File: src/core/bvc_pkg.sv
// Purpose: shared constants and types of the brown-out detector register bank
// Assumes: 8-bit registers on a byte-wide register port
// Notes:   the two sample rates are derived from the core clock rate
package bvc_pkg;
  localparam logic [7:0] OFF_MODE     = 8'h00;
  localparam logic [7:0] OFF_LEVEL    = 8'h01;
  localparam logic [7:0] OFF_MARGIN   = 8'h08;
  localparam logic [7:0] OFF_MONITOR_INTERRUPT_CONTROL  = 8'h09;
  localparam logic [7:0] OFF_FLAGS    = 8'h0a;
  localparam logic [7:0] OFF_STATUS   = 8'h0b;
  localparam logic [7:0] OFF_IRQ_STAT = 8'h0c;
  localparam logic [7:0] OFF_IRQ_CLR  = 8'h0d;
  localparam logic [7:0] OFF_IRQ_EN   = 8'h0e;

  localparam int POS_RATE   = 4;
  localparam int POS_ACTIVE = 2;
  localparam int POS_SLEEP  = 0;
  localparam int POS_TRIG   = 1;
  localparam int POS_IE     = 0;
  localparam int POS_FLAG   = 0;
  localparam int POS_BELOW  = 0;

  localparam logic [1:0] MODE_OFF     = 2'h0;
  localparam logic [1:0] MODE_ON      = 2'h1;
  localparam logic [1:0] MODE_SAMPLED = 2'h2;
  localparam logic [1:0] MODE_ON_WAIT = 2'h3;

  localparam logic [1:0] TRIG_FROM_ABOVE = 2'h0;
  localparam logic [1:0] TRIG_FROM_BELOW = 2'h1;
  localparam logic [1:0] TRIG_EITHER     = 2'h2;

  localparam logic [1:0] MARGIN_5PCT  = 2'h0;
  localparam logic [1:0] MARGIN_15PCT = 2'h1;
  localparam logic [1:0] MARGIN_25PCT = 2'h2;

  localparam logic [2:0] THR_CODE_ZERO  = 3'h0;
  localparam logic [2:0] THR_CODE_TWO   = 3'h2;
  localparam logic [2:0] THR_CODE_SEVEN = 3'h7;

  localparam logic       RATE_1KHZ   = 1'b0;
  localparam logic       RATE_125HZ  = 1'b1;
  localparam logic [1:0] RST_MARGIN  = 2'h0;
  localparam logic [1:0] RST_TRIG    = 2'h0;
  localparam logic       RST_IE      = 1'b0;
  localparam logic       RST_FLAG    = 1'b0;

  localparam int CLK_HZ   = 40_000_000;
  localparam int FAST_HZ  = 1000;
  localparam int SLOW_HZ  = 125;
  localparam int FAST_DIV = CLK_HZ / FAST_HZ;
  localparam int SLOW_DIV = CLK_HZ / SLOW_HZ;
  localparam int DIV_W    = 19;

  localparam int IRQ_N     = 2;
  localparam int IRQ_CROSS = 0;
  localparam int IRQ_READY = 1;

  typedef enum logic [1:0] {BVC_LOAD = 2'b01, BVC_RUN = 2'b10} bvc_state_t;
endpackage

File: src/core/bvc_mon_if.sv
// Purpose: carrier between the register bank and the comparator sampler
// Assumes: one clock domain
// Notes:   events are one-cycle pulses
`timescale 1ns/1ps
interface bvc_mon_if;
  logic rate_sel;
  logic mon_on;
  logic mon_sampled;
  logic below_raw;
  logic below;
  logic cross_down;
  logic cross_up;
  modport regs (output rate_sel, mon_on, mon_sampled, below_raw, input below, cross_down, cross_up);
  modport smp  (input rate_sel, mon_on, mon_sampled, below_raw, output below, cross_down, cross_up);
endinterface

File: src/core/bvc_regs.sv
// Purpose: control and status registers of the brown-out detector and warning monitor
// Assumes: fuse inputs are stable when reset is released; unlock is a level from the key logic
// Notes:   fuse fields load on the first edge after reset release
`timescale 1ns/1ps
module bvc_regs
  import bvc_pkg::*;
#(
  parameter int FAST_CYC = FAST_DIV,
  parameter int SLOW_CYC = SLOW_DIV
) (
  input  wire logic       core_clk,
  input  wire logic       arst_n,
  input  wire logic [7:0] reg_addr,
  input  wire logic [7:0] reg_wdata,
  input  wire logic       reg_wr,
  input  wire logic       reg_rd,
  output logic      [7:0] reg_rdata,
  input  wire logic       prot_unlock,
  input  wire logic       fuse_sample_rate,
  input  wire logic [1:0] fuse_active_mode,
  input  wire logic [1:0] fuse_sleep_mode,
  input  wire logic [2:0] fuse_threshold,
  input  wire logic       deep_sleep,
  input  wire logic       supply_below_async,
  input  wire logic       detector_ready,
  output logic            detector_enable,
  output logic            detector_sampled,
  output logic            detector_rate,
  output logic      [2:0] detector_threshold,
  output logic      [1:0] monitor_margin,
  output logic            wake_hold,
  output logic            warning_irq_req,
  output logic            irq
);
  bvc_state_t       state;
  logic             sample_rate_sel;
  logic [1:0]       active_mode;
  logic [1:0]       sleep_mode;
  logic [2:0]       detect_threshold_code;
  logic [1:0]       warning_margin_select;
  logic [1:0]       crossing_trigger_select;
  logic             warning_irq_enable;
  logic             warning_irq_flag;
  logic [IRQ_N-1:0] irq_stat;
  logic [IRQ_N-1:0] irq_en;
  logic [IRQ_N-1:0] irq_ev;
  logic [IRQ_N-1:0] irq_clr;
  logic             ready_q;
  logic [1:0]       eff_mode;
  logic             det_on;
  logic             det_smp;
  logic             det_run;
  logic             trig_hit;
  logic             arm_set;
  logic             flag_set;
  logic             flag_clr;
  logic             wr_mode;
  logic             wr_margin;
  logic             wr_monitor_interrupt_control;
  logic             wr_flags;
  logic             wr_irq_clr;
  logic             wr_irq_en;
  logic [7:0]       next_rdata;

  bvc_mon_if mon ();

  bvc_sampler #(
    .FAST_CYC (FAST_CYC),
    .SLOW_CYC (SLOW_CYC)
  ) u_sampler (
    .core_clk (core_clk),
    .arst_n   (arst_n),
    .mon      (mon.smp)
  );

  // fuse values are caught one edge after release, never under the async reset
  always_ff @(posedge core_clk or negedge arst_n) begin
    if (!arst_n) begin
      state <= BVC_LOAD;
    end else begin
      case (state)
        BVC_LOAD: state <= BVC_RUN;
        BVC_RUN:  state <= BVC_RUN;
        default:  state <= BVC_LOAD;
      endcase
    end
  end

  // writes to read-only or unknown offsets decode to nothing and are dropped
  always_comb begin
    wr_mode    = 1'b0;
    wr_margin  = 1'b0;
    wr_monitor_interrupt_control = 1'b0;
    wr_flags   = 1'b0;
    wr_irq_clr = 1'b0;
    wr_irq_en  = 1'b0;
    if (reg_wr) begin
      case (reg_addr)
        OFF_MODE:    wr_mode    = 1'b1;
        OFF_MARGIN:  wr_margin  = 1'b1;
        OFF_MONITOR_INTERRUPT_CONTROL: wr_monitor_interrupt_control = 1'b1;
        OFF_FLAGS:   wr_flags   = 1'b1;
        OFF_IRQ_CLR: wr_irq_clr = 1'b1;
        OFF_IRQ_EN:  wr_irq_en  = 1'b1;
        default:     wr_mode    = 1'b0;
      endcase
    end
  end

  always_ff @(posedge core_clk or negedge arst_n) begin
    if (!arst_n) begin
      sample_rate_sel <= RATE_1KHZ;
    end else if (state == BVC_LOAD) begin
      sample_rate_sel <= fuse_sample_rate;
    end else if (wr_mode && prot_unlock) begin
      sample_rate_sel <= reg_wdata[POS_RATE];
    end
  end

  // no write path: software cannot change the awake mode
  always_ff @(posedge core_clk or negedge arst_n) begin
    if (!arst_n) begin
      active_mode <= MODE_OFF;
    end else if (state == BVC_LOAD) begin
      active_mode <= fuse_active_mode;
    end
  end

  // unprotected writes are dropped silently, the field keeps its value
  always_ff @(posedge core_clk or negedge arst_n) begin
    if (!arst_n) begin
      sleep_mode <= MODE_OFF;
    end else if (state == BVC_LOAD) begin
      sleep_mode <= fuse_sleep_mode;
    end else if (wr_mode && prot_unlock) begin
      sleep_mode <= reg_wdata[POS_SLEEP+:2];
    end
  end

  always_ff @(posedge core_clk or negedge arst_n) begin
    if (!arst_n) begin
      detect_threshold_code <= THR_CODE_ZERO;
    end else if (state == BVC_LOAD) begin
      detect_threshold_code <= fuse_threshold;
    end
  end

  always_ff @(posedge core_clk or negedge arst_n) begin
    if (!arst_n) begin
      warning_margin_select <= RST_MARGIN;
    end else if (wr_margin) begin
      warning_margin_select <= reg_wdata[1:0];
    end
  end

  always_ff @(posedge core_clk or negedge arst_n) begin
    if (!arst_n) begin
      crossing_trigger_select <= RST_TRIG;
    end else if (wr_monitor_interrupt_control) begin
      crossing_trigger_select <= reg_wdata[POS_TRIG+:2];
    end
  end

  always_ff @(posedge core_clk or negedge arst_n) begin
    if (!arst_n) begin
      warning_irq_enable <= RST_IE;
    end else if (wr_monitor_interrupt_control) begin
      warning_irq_enable <= reg_wdata[POS_IE];
    end
  end

  // reserved sleep code 3 is treated as off
  always_comb begin
    eff_mode = deep_sleep ? sleep_mode : active_mode;
    det_on   = 1'b0;
    det_smp  = 1'b0;
    case (eff_mode)
      MODE_OFF: begin
        det_on = 1'b0;
      end
      MODE_ON: begin
        det_on = 1'b1;
      end
      MODE_SAMPLED: begin
        det_on  = 1'b1;
        det_smp = 1'b1;
      end
      MODE_ON_WAIT: begin
        det_on = !deep_sleep;
      end
      default: begin
        det_on = 1'b0;
      end
    endcase
  end

  // nothing runs before the fuse codes are in
  assign det_run = det_on && (state == BVC_RUN);

  // monitor runs only when the detector does, at the same cadence
  assign mon.mon_on      = det_run;
  assign mon.mon_sampled = det_smp;
  assign mon.rate_sel    = sample_rate_sel;
  assign mon.below_raw   = supply_below_async;

  always_comb begin
    trig_hit = 1'b0;
    case (crossing_trigger_select)
      TRIG_FROM_ABOVE: trig_hit = mon.cross_down;
      TRIG_FROM_BELOW: trig_hit = mon.cross_up;
      TRIG_EITHER:     trig_hit = mon.cross_down | mon.cross_up;
      default:         trig_hit = 1'b0;
    endcase
  end

  // enabling with the either-direction trigger raises the flag at once while the monitor runs
  assign arm_set  = wr_monitor_interrupt_control && reg_wdata[POS_IE] && !warning_irq_enable &&
                    (reg_wdata[POS_TRIG+:2] == TRIG_EITHER);
  assign flag_set = mon.mon_on && (trig_hit || arm_set);
  assign flag_clr = wr_flags && reg_wdata[POS_FLAG];

  // a crossing in the same cycle as a clear keeps the flag set
  always_ff @(posedge core_clk or negedge arst_n) begin
    if (!arst_n) begin
      warning_irq_flag <= RST_FLAG;
    end else if (flag_set) begin
      warning_irq_flag <= 1'b1;
    end else if (flag_clr) begin
      warning_irq_flag <= 1'b0;
    end
  end

  assign warning_irq_req = warning_irq_enable & warning_irq_flag;

  always_ff @(posedge core_clk or negedge arst_n) begin
    if (!arst_n) begin
      ready_q <= 1'b0;
    end else begin
      ready_q <= detector_ready;
    end
  end

  assign irq_ev[IRQ_CROSS] = flag_set;
  assign irq_ev[IRQ_READY] = detector_ready & ~ready_q;
  assign irq_clr           = wr_irq_clr ? reg_wdata[IRQ_N-1:0] : '0;

  for (genvar i = 0; i < IRQ_N; i++) begin : g_stat
    // an event in the same cycle as its clear wins, so no event is lost
    always_ff @(posedge core_clk or negedge arst_n) begin
      if (!arst_n) begin
        irq_stat[i] <= 1'b0;
      end else if (irq_ev[i]) begin
        irq_stat[i] <= 1'b1;
      end else if (irq_clr[i]) begin
        irq_stat[i] <= 1'b0;
      end
    end
  end

  always_ff @(posedge core_clk or negedge arst_n) begin
    if (!arst_n) begin
      irq_en <= '0;
    end else if (wr_irq_en) begin
      irq_en <= reg_wdata[IRQ_N-1:0];
    end
  end

  // a level, so a late look by the interrupt controller loses nothing
  assign irq = |(irq_stat & irq_en);

  always_comb begin
    next_rdata = 8'h00;
    if (reg_rd) begin
      case (reg_addr)
        OFF_MODE: begin
          next_rdata[POS_RATE]       = sample_rate_sel;
          next_rdata[POS_ACTIVE+:2]  = active_mode;
          next_rdata[POS_SLEEP+:2]   = sleep_mode;
        end
        OFF_LEVEL: begin
          next_rdata[2:0] = detect_threshold_code;
        end
        OFF_MARGIN: begin
          next_rdata[1:0] = warning_margin_select;
        end
        OFF_MONITOR_INTERRUPT_CONTROL: begin
          next_rdata[POS_TRIG+:2] = crossing_trigger_select;
          next_rdata[POS_IE]      = warning_irq_enable;
        end
        OFF_FLAGS: begin
          next_rdata[POS_FLAG] = warning_irq_flag;
        end
        OFF_STATUS: begin
          next_rdata[POS_BELOW] = mon.below;
        end
        OFF_IRQ_STAT: begin
          next_rdata[IRQ_N-1:0] = irq_stat;
        end
        OFF_IRQ_EN: begin
          next_rdata[IRQ_N-1:0] = irq_en;
        end
        // the write-only clear register and unmapped offsets read as zero
        default: begin
          next_rdata = 8'h00;
        end
      endcase
    end
  end

  // data stands only in the cycle after the read strobe
  always_ff @(posedge core_clk or negedge arst_n) begin
    if (!arst_n) begin
      reg_rdata <= 8'h00;
    end else begin
      reg_rdata <= next_rdata;
    end
  end

  assign detector_enable    = det_run;
  assign detector_sampled   = det_smp;
  assign detector_rate      = sample_rate_sel;
  assign detector_threshold = detect_threshold_code;
  assign monitor_margin     = warning_margin_select;
  // awake wait mode holds wake-up until the analog side reports ready
  assign wake_hold = (active_mode == MODE_ON_WAIT) && !deep_sleep && !detector_ready;
endmodule // bvc_regs

File: src/core/bvc_sampler.sv
// Purpose: synchronise the comparator, sample it at the chosen rate, find crossings
// Assumes: comparator output is asynchronous to core_clk
// Notes:   while the monitor is off the level is frozen and the events stay low
`timescale 1ns/1ps
module bvc_sampler
  import bvc_pkg::*;
#(
  parameter int FAST_CYC = FAST_DIV,
  parameter int SLOW_CYC = SLOW_DIV
) (
  input  wire logic core_clk,
  input  wire logic arst_n,
  bvc_mon_if.smp    mon
);
  logic [DIV_W-1:0] cnt;
  logic [DIV_W-1:0] lim;
  logic             tick;
  logic             sync1;
  logic             sync2;
  logic             below_q;
  logic             take;
  logic             dn_q;
  logic             up_q;

  assign lim  = mon.rate_sel ? DIV_W'(SLOW_CYC - 1) : DIV_W'(FAST_CYC - 1);
  assign tick = (cnt == lim);
  // continuous mode looks every cycle, sampled mode only on the divider tick
  assign take = mon.mon_on & (~mon.mon_sampled | tick);

  always_ff @(posedge core_clk or negedge arst_n) begin
    if (!arst_n) cnt <= '0;
    else if (!mon.mon_sampled || tick) cnt <= '0;
    else cnt <= cnt + DIV_W'(1);
  end

  always_ff @(posedge core_clk or negedge arst_n) begin
    if (!arst_n) begin
      sync1 <= 1'b0;
      sync2 <= 1'b0;
    end else begin
      sync1 <= mon.below_raw;
      sync2 <= sync1;
    end
  end

  always_ff @(posedge core_clk or negedge arst_n) begin
    if (!arst_n) begin
      below_q <= 1'b0;
      dn_q    <= 1'b0;
      up_q    <= 1'b0;
    end else begin
      dn_q <= take & sync2 & ~below_q;
      up_q <= take & ~sync2 & below_q;
      if (take) below_q <= sync2;
    end
  end

  assign mon.below      = below_q;
  assign mon.cross_down = dn_q;
  assign mon.cross_up   = up_q;
endmodule // bvc_sampler

File: config.mk
export PLATFORM = sky130hd
export DESIGN_NAME = bvc_regs
export DESIGN_NICKNAME = d
export VERILOG_FILES = /design/src/core/bvc_pkg.sv /design/src/core/bvc_mon_if.sv /design/src/core/bvc_regs.sv /design/src/core/bvc_sampler.sv
export SDC_FILE = /design/constraint.sdc
export NUM_CORES = 1
export LEC_CHECK = 0
export BUFFER_PORTS_ARGS = -buffer_cell sky130_fd_sc_hd__buf_2
export CAP_MARGIN = 20
export CORE_MARGIN = 2
export CORE_UTILIZATION = 45
export DETAILED_ROUTE_END_ITERATION = 10
export GPL_TIMING_DRIVEN = 0
export PLACE_DENSITY = 0.72
export SLEW_MARGIN = 15
export SYNTH_ARGS = -nofsm -noshare
export SYNTH_HDL_FRONTEND = slang
export SYNTH_SLANG_ARGS = --single-unit
File: constraint.sdc
create_clock -name core_clk -period 3.29 [get_ports core_clk]
set_input_delay 0.658 -clock core_clk [delete_from_list [all_inputs] [get_ports core_clk]]
set_output_delay 0.658 -clock core_clk [all_outputs]
set_load 0.03 [all_outputs]
==> results by group, run 1 <==
Timing
  • Final hold viol count: 0
  • Final worst-path cycle share: 0.810
  • Setup TNS: 0 ns
  • RSZ-0062 raised after global routing: false
  • Worst Max-Slew Pin Slew: 0.643 ns
  • Final setup fails: 0
  • Min Tclk post-route: 2.66 ns
  • Setup WS post-layout: 0.626 ns
  • Fmax: 375 MHz
  • Max Slew Vio Count: 0
  • Rel. slew slack: 0.567
  • Skew final: 0.0122 ns

Clocking
  • Resize count post-CTS: 0
  • Post-CTS setup buffer count: 0
  • H-tree Lvls: 2
  • Hold_buf cts: 0
  • Clk buf depth: 2
  • Root Driver: clkbuf_8
  • Clock Latency Late Sink: 0.30 ns
  • TritonCTS buffer count: 5
  • CTS sink count: 50
  • CTS clk-pin slew, worst paths: 0.09 ns
  • CTS tree: yes

Flow run
  • Max capacitance violation total: 0

Worst hold path
  • Hold Path Sink: u_sampler.sync2$_DFF_PN0_
  • Hold path start: u_sampler.sync1$_DFF_PN0_
  • Worst min path class: register to register
  • Hold Path Depth: 0

Setup path
  • Element type at the critical path start: input pin
  • CP max stage delay: 0.30 ns
  • CP Class: input pin to primary output
  • Critical path arrival: 2.01 ns
  • Flop2flop setup slack: 1.25 ns
  • Buf+Inv Stages, Crit Path: 4
  • RR Endpoint: u_sampler.cnt[10]$_DFF_PN0_
  • Crit path from: deep_sleep
  • R2r startpoint: u_sampler.cnt[0]$_DFF_PN0_
  • Critical path's top delay family: buffers and inverters
  • Worst path cell trace: buf_2 -> mux2i_1 -> inv_1 -> ha_1 -> nand2b_1 -> a21o_1 -> inv_1 -> buf_2
  • WP data required: 2.63 ns
  • Slowest-stage cell, CP: mux2i_1
  • R2R cell count: 6
  • Setup crit end kind: primary output
  • Critical Path Fanout Max: 5

Outcome
  • Status: completed

Power and ir drop
  • Share of power burned in combinational logic: 0.135
  • Clock power frac: 0.311
  • P_leak: 1.35 nW
  • Switch share: 0.270
  • Power density over the cells: 403 nW/um^2
  • Share of power burned in registers: 0.554
  • Switch Pwr: 329 uW
  • Internal power: 886 uW
  • Worst vdd ir: 287 uV

Finish
  • Post-route cell area: 3010 um^2
  • ANT cells: 0
  • Share of layout cells above drive strength 1: 0.276
  • Fill cell count: 504
  • Nets: 331
  • Final core utilization: 0.543
  • Area growth from synthesis to layout: 15.3%

Floorplan
  • DIE AREA: 6420 um^2
  • Starting Density: 0.471
  • Die width: 80.2 um
  • Site Rows: 27
  • Die height: 80.2 um
  • Core area: 5540 um^2
  • IO Pins: 51

Synth
  • Synth Area in Adders: 0.0288
  • Post-Synth XOR/XNOR Area: 0.0436
  • Post-synthesis compound-gate area fraction: 0.0949
  • Post-synthesis instance area: 2610 um^2
  • Most frequent cells after synthesis: dfrtp_1, nor2_1, inv_1
  • Post-synth EDFFs: 0
  • Biggest area consumer among synthesized cells: dfrtp_1
  • Mux cell area share after synthesis: 0.104
  • Synth area leaders: dfrtp_1, mux2_2, xnor2_1
  • Yosys warns: 0
  • Synth Flop Type: dfrtp_1
  • FFs w/ async S/R, synth: 1.00
  • Synth cell types: 61
  • Yosys top cell area share: 0.470
  • Avg Inst Size Synth: 10.7 um^2
  • Simple-gate share of the synthesized area: 0.205
  • Most frequent cell after synthesis: dfrtp_1
  • Post-synthesis sequential area ratio: 0.480
  • Flops & latches, synth: 50
  • Largest family of logic cells by synthesized area: simple AND/OR/NAND/NOR gates
  • Synth Instances: 243

Placement
  • IO Port Bufs: 41
  • HPWL after DPL: 3.97 mm
  • Placement Cell Area: 2910 um^2
  • DP Worst Slack: 0.641 ns
  • GP Congestion: 0.792

Global routing
  • All-Layer GR Usage: 0.183
  • Pin count of the biggest net entering global routing: 51
  • Vias in the first global route: 2004
  • Initial antenna violation count: 0
  • Global route total overflow: 0
  • First-pass GRT wire length: 9.19 mm

Drt
  • Antenna Violating Nets Remaining: 0
  • Final wirelength: 5.29 mm
  • DRC: 0
  • Via Count: 1963
  • Pre-antenna DRT Iters: 4
  • DRT iter0 DRCs: 101
  • Vias per cell: 5.36
  • Per-cell routed wire length: 14.5 um
## worst reg2reg max path, stage by stage, from the launching register on
cell and delay, ns:
dfrtp_1 0.41, ha_1 0.25, and3_1 0.24, o2111ai_1 0.20
o31ai_2 0.30, clkbuf_1 0.41, nor2_1 0.10
## power groups by stage
| stage | Combinational (mW) | Sequential, mW | Clock, mW |
|---|---|---|---|
| floorplan | 0.0986 | 0.684 | 0 |
| global placement | 0.161 | 0.685 | 0 |
| detailed placement | 0.165 | 0.687 | 0 |
| CTS | 0.166 | 0.674 | 0.391 |
| global route | 0.185 | 0.678 | 0.417 |
| finish | 0.164 | 0.673 | 0.378 |
## kinds of logic (layout without fill, tap and decap cells)
logic type / after synthesis / in the layout
flip-flops: 50 / 50
multiplexers: 23 / 23
buffers and inverters: 26 / 75
AND/OR/NAND/NOR: 88 / 88
XOR/XNOR: 13 / 13
AO/OA/AOI/OAI: 36 / 36
adder cells (fa/ha/maj): 6 / 6
other: 1 / 3
## area by class of cell
class	instances	area, um^2	share of cell area
buffer	10	51.3	0.0170
inverter	16	60.1	0.0200
sequential	50	1250	0.416
clock buffer	7	86.3	0.0287
timing repair buffer	41	208	0.0690
clock inverter	1	8.76	0.00291
multi-input combinational	169	1250	0.416
tap	72	90.1	0.0299
## cells in the final DEF, fill, tap and decap left out, types with 2 or more instances in the layout
cell | synthesis | routed
a21oi_1 | 3 | 3
a21oi_2 | 2 | 2
and2_1 | 5 | 5
and4_1 | 4 | 4
buf_2 | 1 | 41
buf_4 | 3 | 4
clkbuf_1 | 5 | 6
clkbuf_8 | 0 | 6
conb_1 | 1 | 3
dfrtp_1 | 49 | 49
ha_1 | 6 | 6
inv_1 | 16 | 16
mux2_2 | 13 | 13
mux2i_1 | 8 | 8
mux4_2 | 2 | 2
nand2_1 | 13 | 13
nand2b_1 | 2 | 2
nand3_1 | 6 | 6
nand3_4 | 2 | 2
nand4_1 | 3 | 3
nor2_1 | 22 | 22
nor3_1 | 6 | 6
nor4_1 | 5 | 5
o2111ai_1 | 2 | 2
o21ai_0 | 12 | 12
o31ai_1 | 2 | 2
or3_1 | 3 | 3
or4_4 | 2 | 2
xnor2_1 | 11 | 11
xor2_1 | 2 | 2
## state kept, by name, summed over array words and instances (netlist names), 2 cells and up
register,flops
reg_rdata,5
irq_en,2
irq_stat,2
monitor_margin,2
crossing_trigger_select,2
detector_threshold,3
sleep_mode,2
active_mode,2
state,2
u_sampler.cnt,19
## metrics by stage
stage,instances,hold WS [ns],power (mW)
global route,366,0.362,1.28
detailed placement,358,0.337,0.852
floorplan,245,0.331,0.783
CTS,366,0.359,1.23
finish,366,0.356,1.21
global placement,358,0.333,0.845
## per-layer routing
layer / GRT usage / part of all wire
met5: 0 / 0
met4: 0.0525 / 0.0093
met3: 0.0348 / 0.039
met2: 0.292 / 0.47
met1: 0.254 / 0.48
## worst max-delay path by stage
stage                            to  slack [ns]  cells past startpoint
finish              detector_enable        0.63                      8
CTS                 detector_enable        0.63                      8
floorplan                 wake_hold        0.99                      1
global placement    detector_enable        0.68                      8
detailed placement  detector_enable        0.64                      8
global route        detector_enable        0.47                      8
No activity file was read; power rests on OpenSTA's default activity.
==> run 2, diff against run 1 <==
--- a/config.mk
+++ b/config.mk
@@ -11,7 +11,7 @@
 export CORE_UTILIZATION = 45
 export DETAILED_ROUTE_END_ITERATION = 10
 export GPL_TIMING_DRIVEN = 0
-export PLACE_DENSITY = 0.72
+export PLACE_DENSITY = 0.75
 export SLEW_MARGIN = 15
 export SYNTH_ARGS = -nofsm -noshare
 export SYNTH_HDL_FRONTEND = slang
==> constraint.sdc (replaced) <==
create_clock -name core_clk -period 2.25 [get_ports core_clk]
set_input_delay 0.45 -clock core_clk [delete_from_list [all_inputs] [get_ports core_clk]]
set_output_delay 0.45 -clock core_clk [all_outputs]
set_load 0.03 [all_outputs]
==> results by group, run 2 (synthesis results as in run 1) <==
Global routing
  • First-pass GRT wire length: 9.08 mm (-1.2%)
  • Initial antenna violation count: 0 (unchanged)
  • Vias in the first global route: 1971 (-1.6%)
  • Pin count of the biggest net entering global routing: 51 (unchanged)
  • Global route total overflow: 0 (unchanged)
  • All-Layer GR Usage: 0.183 (+0.000284)

Setup path
  • CP Class: register to primary output
  • Critical Path Fanout Max: 3 (-2)
  • Flop2flop setup slack: 0.24 ns (-1.01 ns)
  • RR Endpoint: u_sampler.mon.cross_down$_DFF_PN0_
  • WP data required: 1.80 ns (-0.83 ns)
  • R2r startpoint: u_sampler.cnt[0]$_DFF_PN0_
  • R2R cell count: 6 (unchanged)
  • Setup crit end kind: primary output
  • Element type at the critical path start: register
  • Critical path arrival: 1.71 ns (-0.30 ns)

Placement
  • HPWL after DPL: 4.05 mm (+2.1%)
  • GP Congestion: 0.813 (+2.7%)
  • Placement Cell Area: 2910 um^2 (unchanged)
  • Dpl cells: 358 (unchanged)
  • IO Port Bufs: 41 (unchanged)
  • DP Worst Slack: -0.0749 ns (-0.716 ns)

Drt
  • Via Count: 1984 (+1.1%)
  • DRC: 0 (unchanged)
  • Pre-antenna DRT Iters: 4 (unchanged)
  • Vias per cell: 5.36 (about the same)
  • Per-cell routed wire length: 14.5 um (+0.13%)
  • Final wirelength: 5.36 mm (+1.2%)
  • Antenna Violating Nets Remaining: 0 (unchanged)
  • DRT iter0 DRCs: 87 (-14%)

Clocking
  • CTS sink count: 50 (unchanged)
  • Clk buf depth: 2 (unchanged)
  • TritonCTS buffer count: 5 (unchanged)
  • CTS clk-pin slew, worst paths: 0.10 ns (about the same)
  • Clock Latency Late Sink: 0.30 ns (about the same)
  • Root Driver: clkbuf_8
  • CTS tree: yes
  • Hold_buf cts: 0 (unchanged)
  • H-tree Lvls: 2 (unchanged)

Timing
  • Rel. slew slack: 0.592 (+0.0244)
  • Final hold viol count: 0 (unchanged)
  • Max Slew Vio Count: 0 (unchanged)
  • Final setup fails: 0 (unchanged)
  • Setup WS post-layout: 0.0949 ns (-0.531 ns)
  • Fmax: 464 MHz
  • Min Tclk post-route: 2.16 ns
  • Worst Max-Slew Pin Slew: 0.613 ns (-0.0306 ns)
  • Final worst-path cycle share: 0.958
  • Skew final: 0.00914 ns (-0.00306 ns)

Finish
  • ANT cells: 0 (unchanged)
  • Final Non-Filler Cells: 370 (+1.1%)
  • Share of layout cells above drive strength 1: 0.299 (+0.0231)
  • Post-route cell area: 3080 um^2 (+2.4%)
  • Final core utilization: 0.556 (+0.0129)
  • Nets: 335 (+1.2%)
  • Max reg flops: 19 (unchanged)
  • Most frequent cells in the layout: dfrtp_1, buf_2, nor2_1
  • Biggest register: u_sampler.cnt
  • Commonest non-fill, non-tap cell in the layout: dfrtp_1
  • Area growth from synthesis to layout: 18.1%

Floorplan
  • Die width: 80.2 um (unchanged)
  • DIE AREA: 6420 um^2 (unchanged)
  • Site Rows: 27 (unchanged)
  • Core area: 5540 um^2 (unchanged)
  • Starting Density: 0.471 (unchanged)
  • IO Pins: 51 (unchanged)
  • Die height: 80.2 um (unchanged)

Outcome
  • Status: completed

Power and ir drop
  • Worst vdd ir: 561 uV (+95%)
  • Pwr Total: 1.88 mW (+55%)
  • Power density over the cells: 609 nW/um^2 (+51%)
  • P_leak: 1.37 nW (+1.8%)

Worst hold path
  • Worst min path class: input pin to asynchronous set/reset pin

Flow run
  • Max capacitance violation total: 0 (unchanged)
run 2: per-layer routing:
| metal | vias to the layer above | GRT usage | wire (um) |
|---|---|---|---|
| met5 | - | 0 | 0 |
| met4 | 0 | 0.0576 | 93 |
| met3 | 11 | 0.0360 | 210 |
| met2 | 39 | 0.313 | 2660 |
| met1 | 963 | 0.234 | 2400 |
| li1 | 971 | - | - |
run 2: metrics by stage:
step	setup TNS, ns	hold WS [ns]
final	0	0.147
after global routing	-0.0162	0.192
after CTS	0	0.239
after detailed placement	-0.183	0.335
after global placement	-0.0756	0.334
after floorplan	0	0.154
run 2: worst max-delay path by stage:
stage                                    start                            end  slack, ns
detailed placement                 reg_addr[5]  monitor_margin[1]$_DFFE_PN0P_      -0.07
floorplan                           deep_sleep                      wake_hold       0.37
global route        active_mode[1]$_DFFE_PN0P_                detector_enable      -0.02
CTS                 active_mode[0]$_DFFE_PN0P_                detector_enable       0.04
global placement                   reg_addr[5]  monitor_margin[1]$_DFFE_PN0P_      -0.04
finish               sleep_mode[0]$_DFFE_PN0P_                detector_enable       0.09
run 2: power by group:
group          switching, mW  internal, mW
sequential            0.0410         0.944
combinational          0.148         0.108
clock                  0.306         0.331
run 2: cell type report:
cell class | instances | area, um^2
clock buffer | 5 | 68.8
tap | 72 | 90.1
clock inverter | 3 | 45.0
multi-input combinational | 169 | 1270
sequential | 50 | 1250
buffer | 10 | 55.1
fill | 508 | 2460
timing repair buffer | 45 | 238
inverter | 16 | 60.1
run 2: repair_timing:
item,in CTS,in global routing
resized for setup,1,5
pin swaps,1,1
setup endpoints to repair,1,5
buffers inserted,1,3
run 2: critical path: stages, from the launching register on:
cell and delay (ns):
dfrtp_1 0.44, mux2i_4 0.19, inv_1 0.06, ha_1 0.19, nand2b_1 0.11, a21o_1 0.16
inv_1 0.07, buf_2 0.18
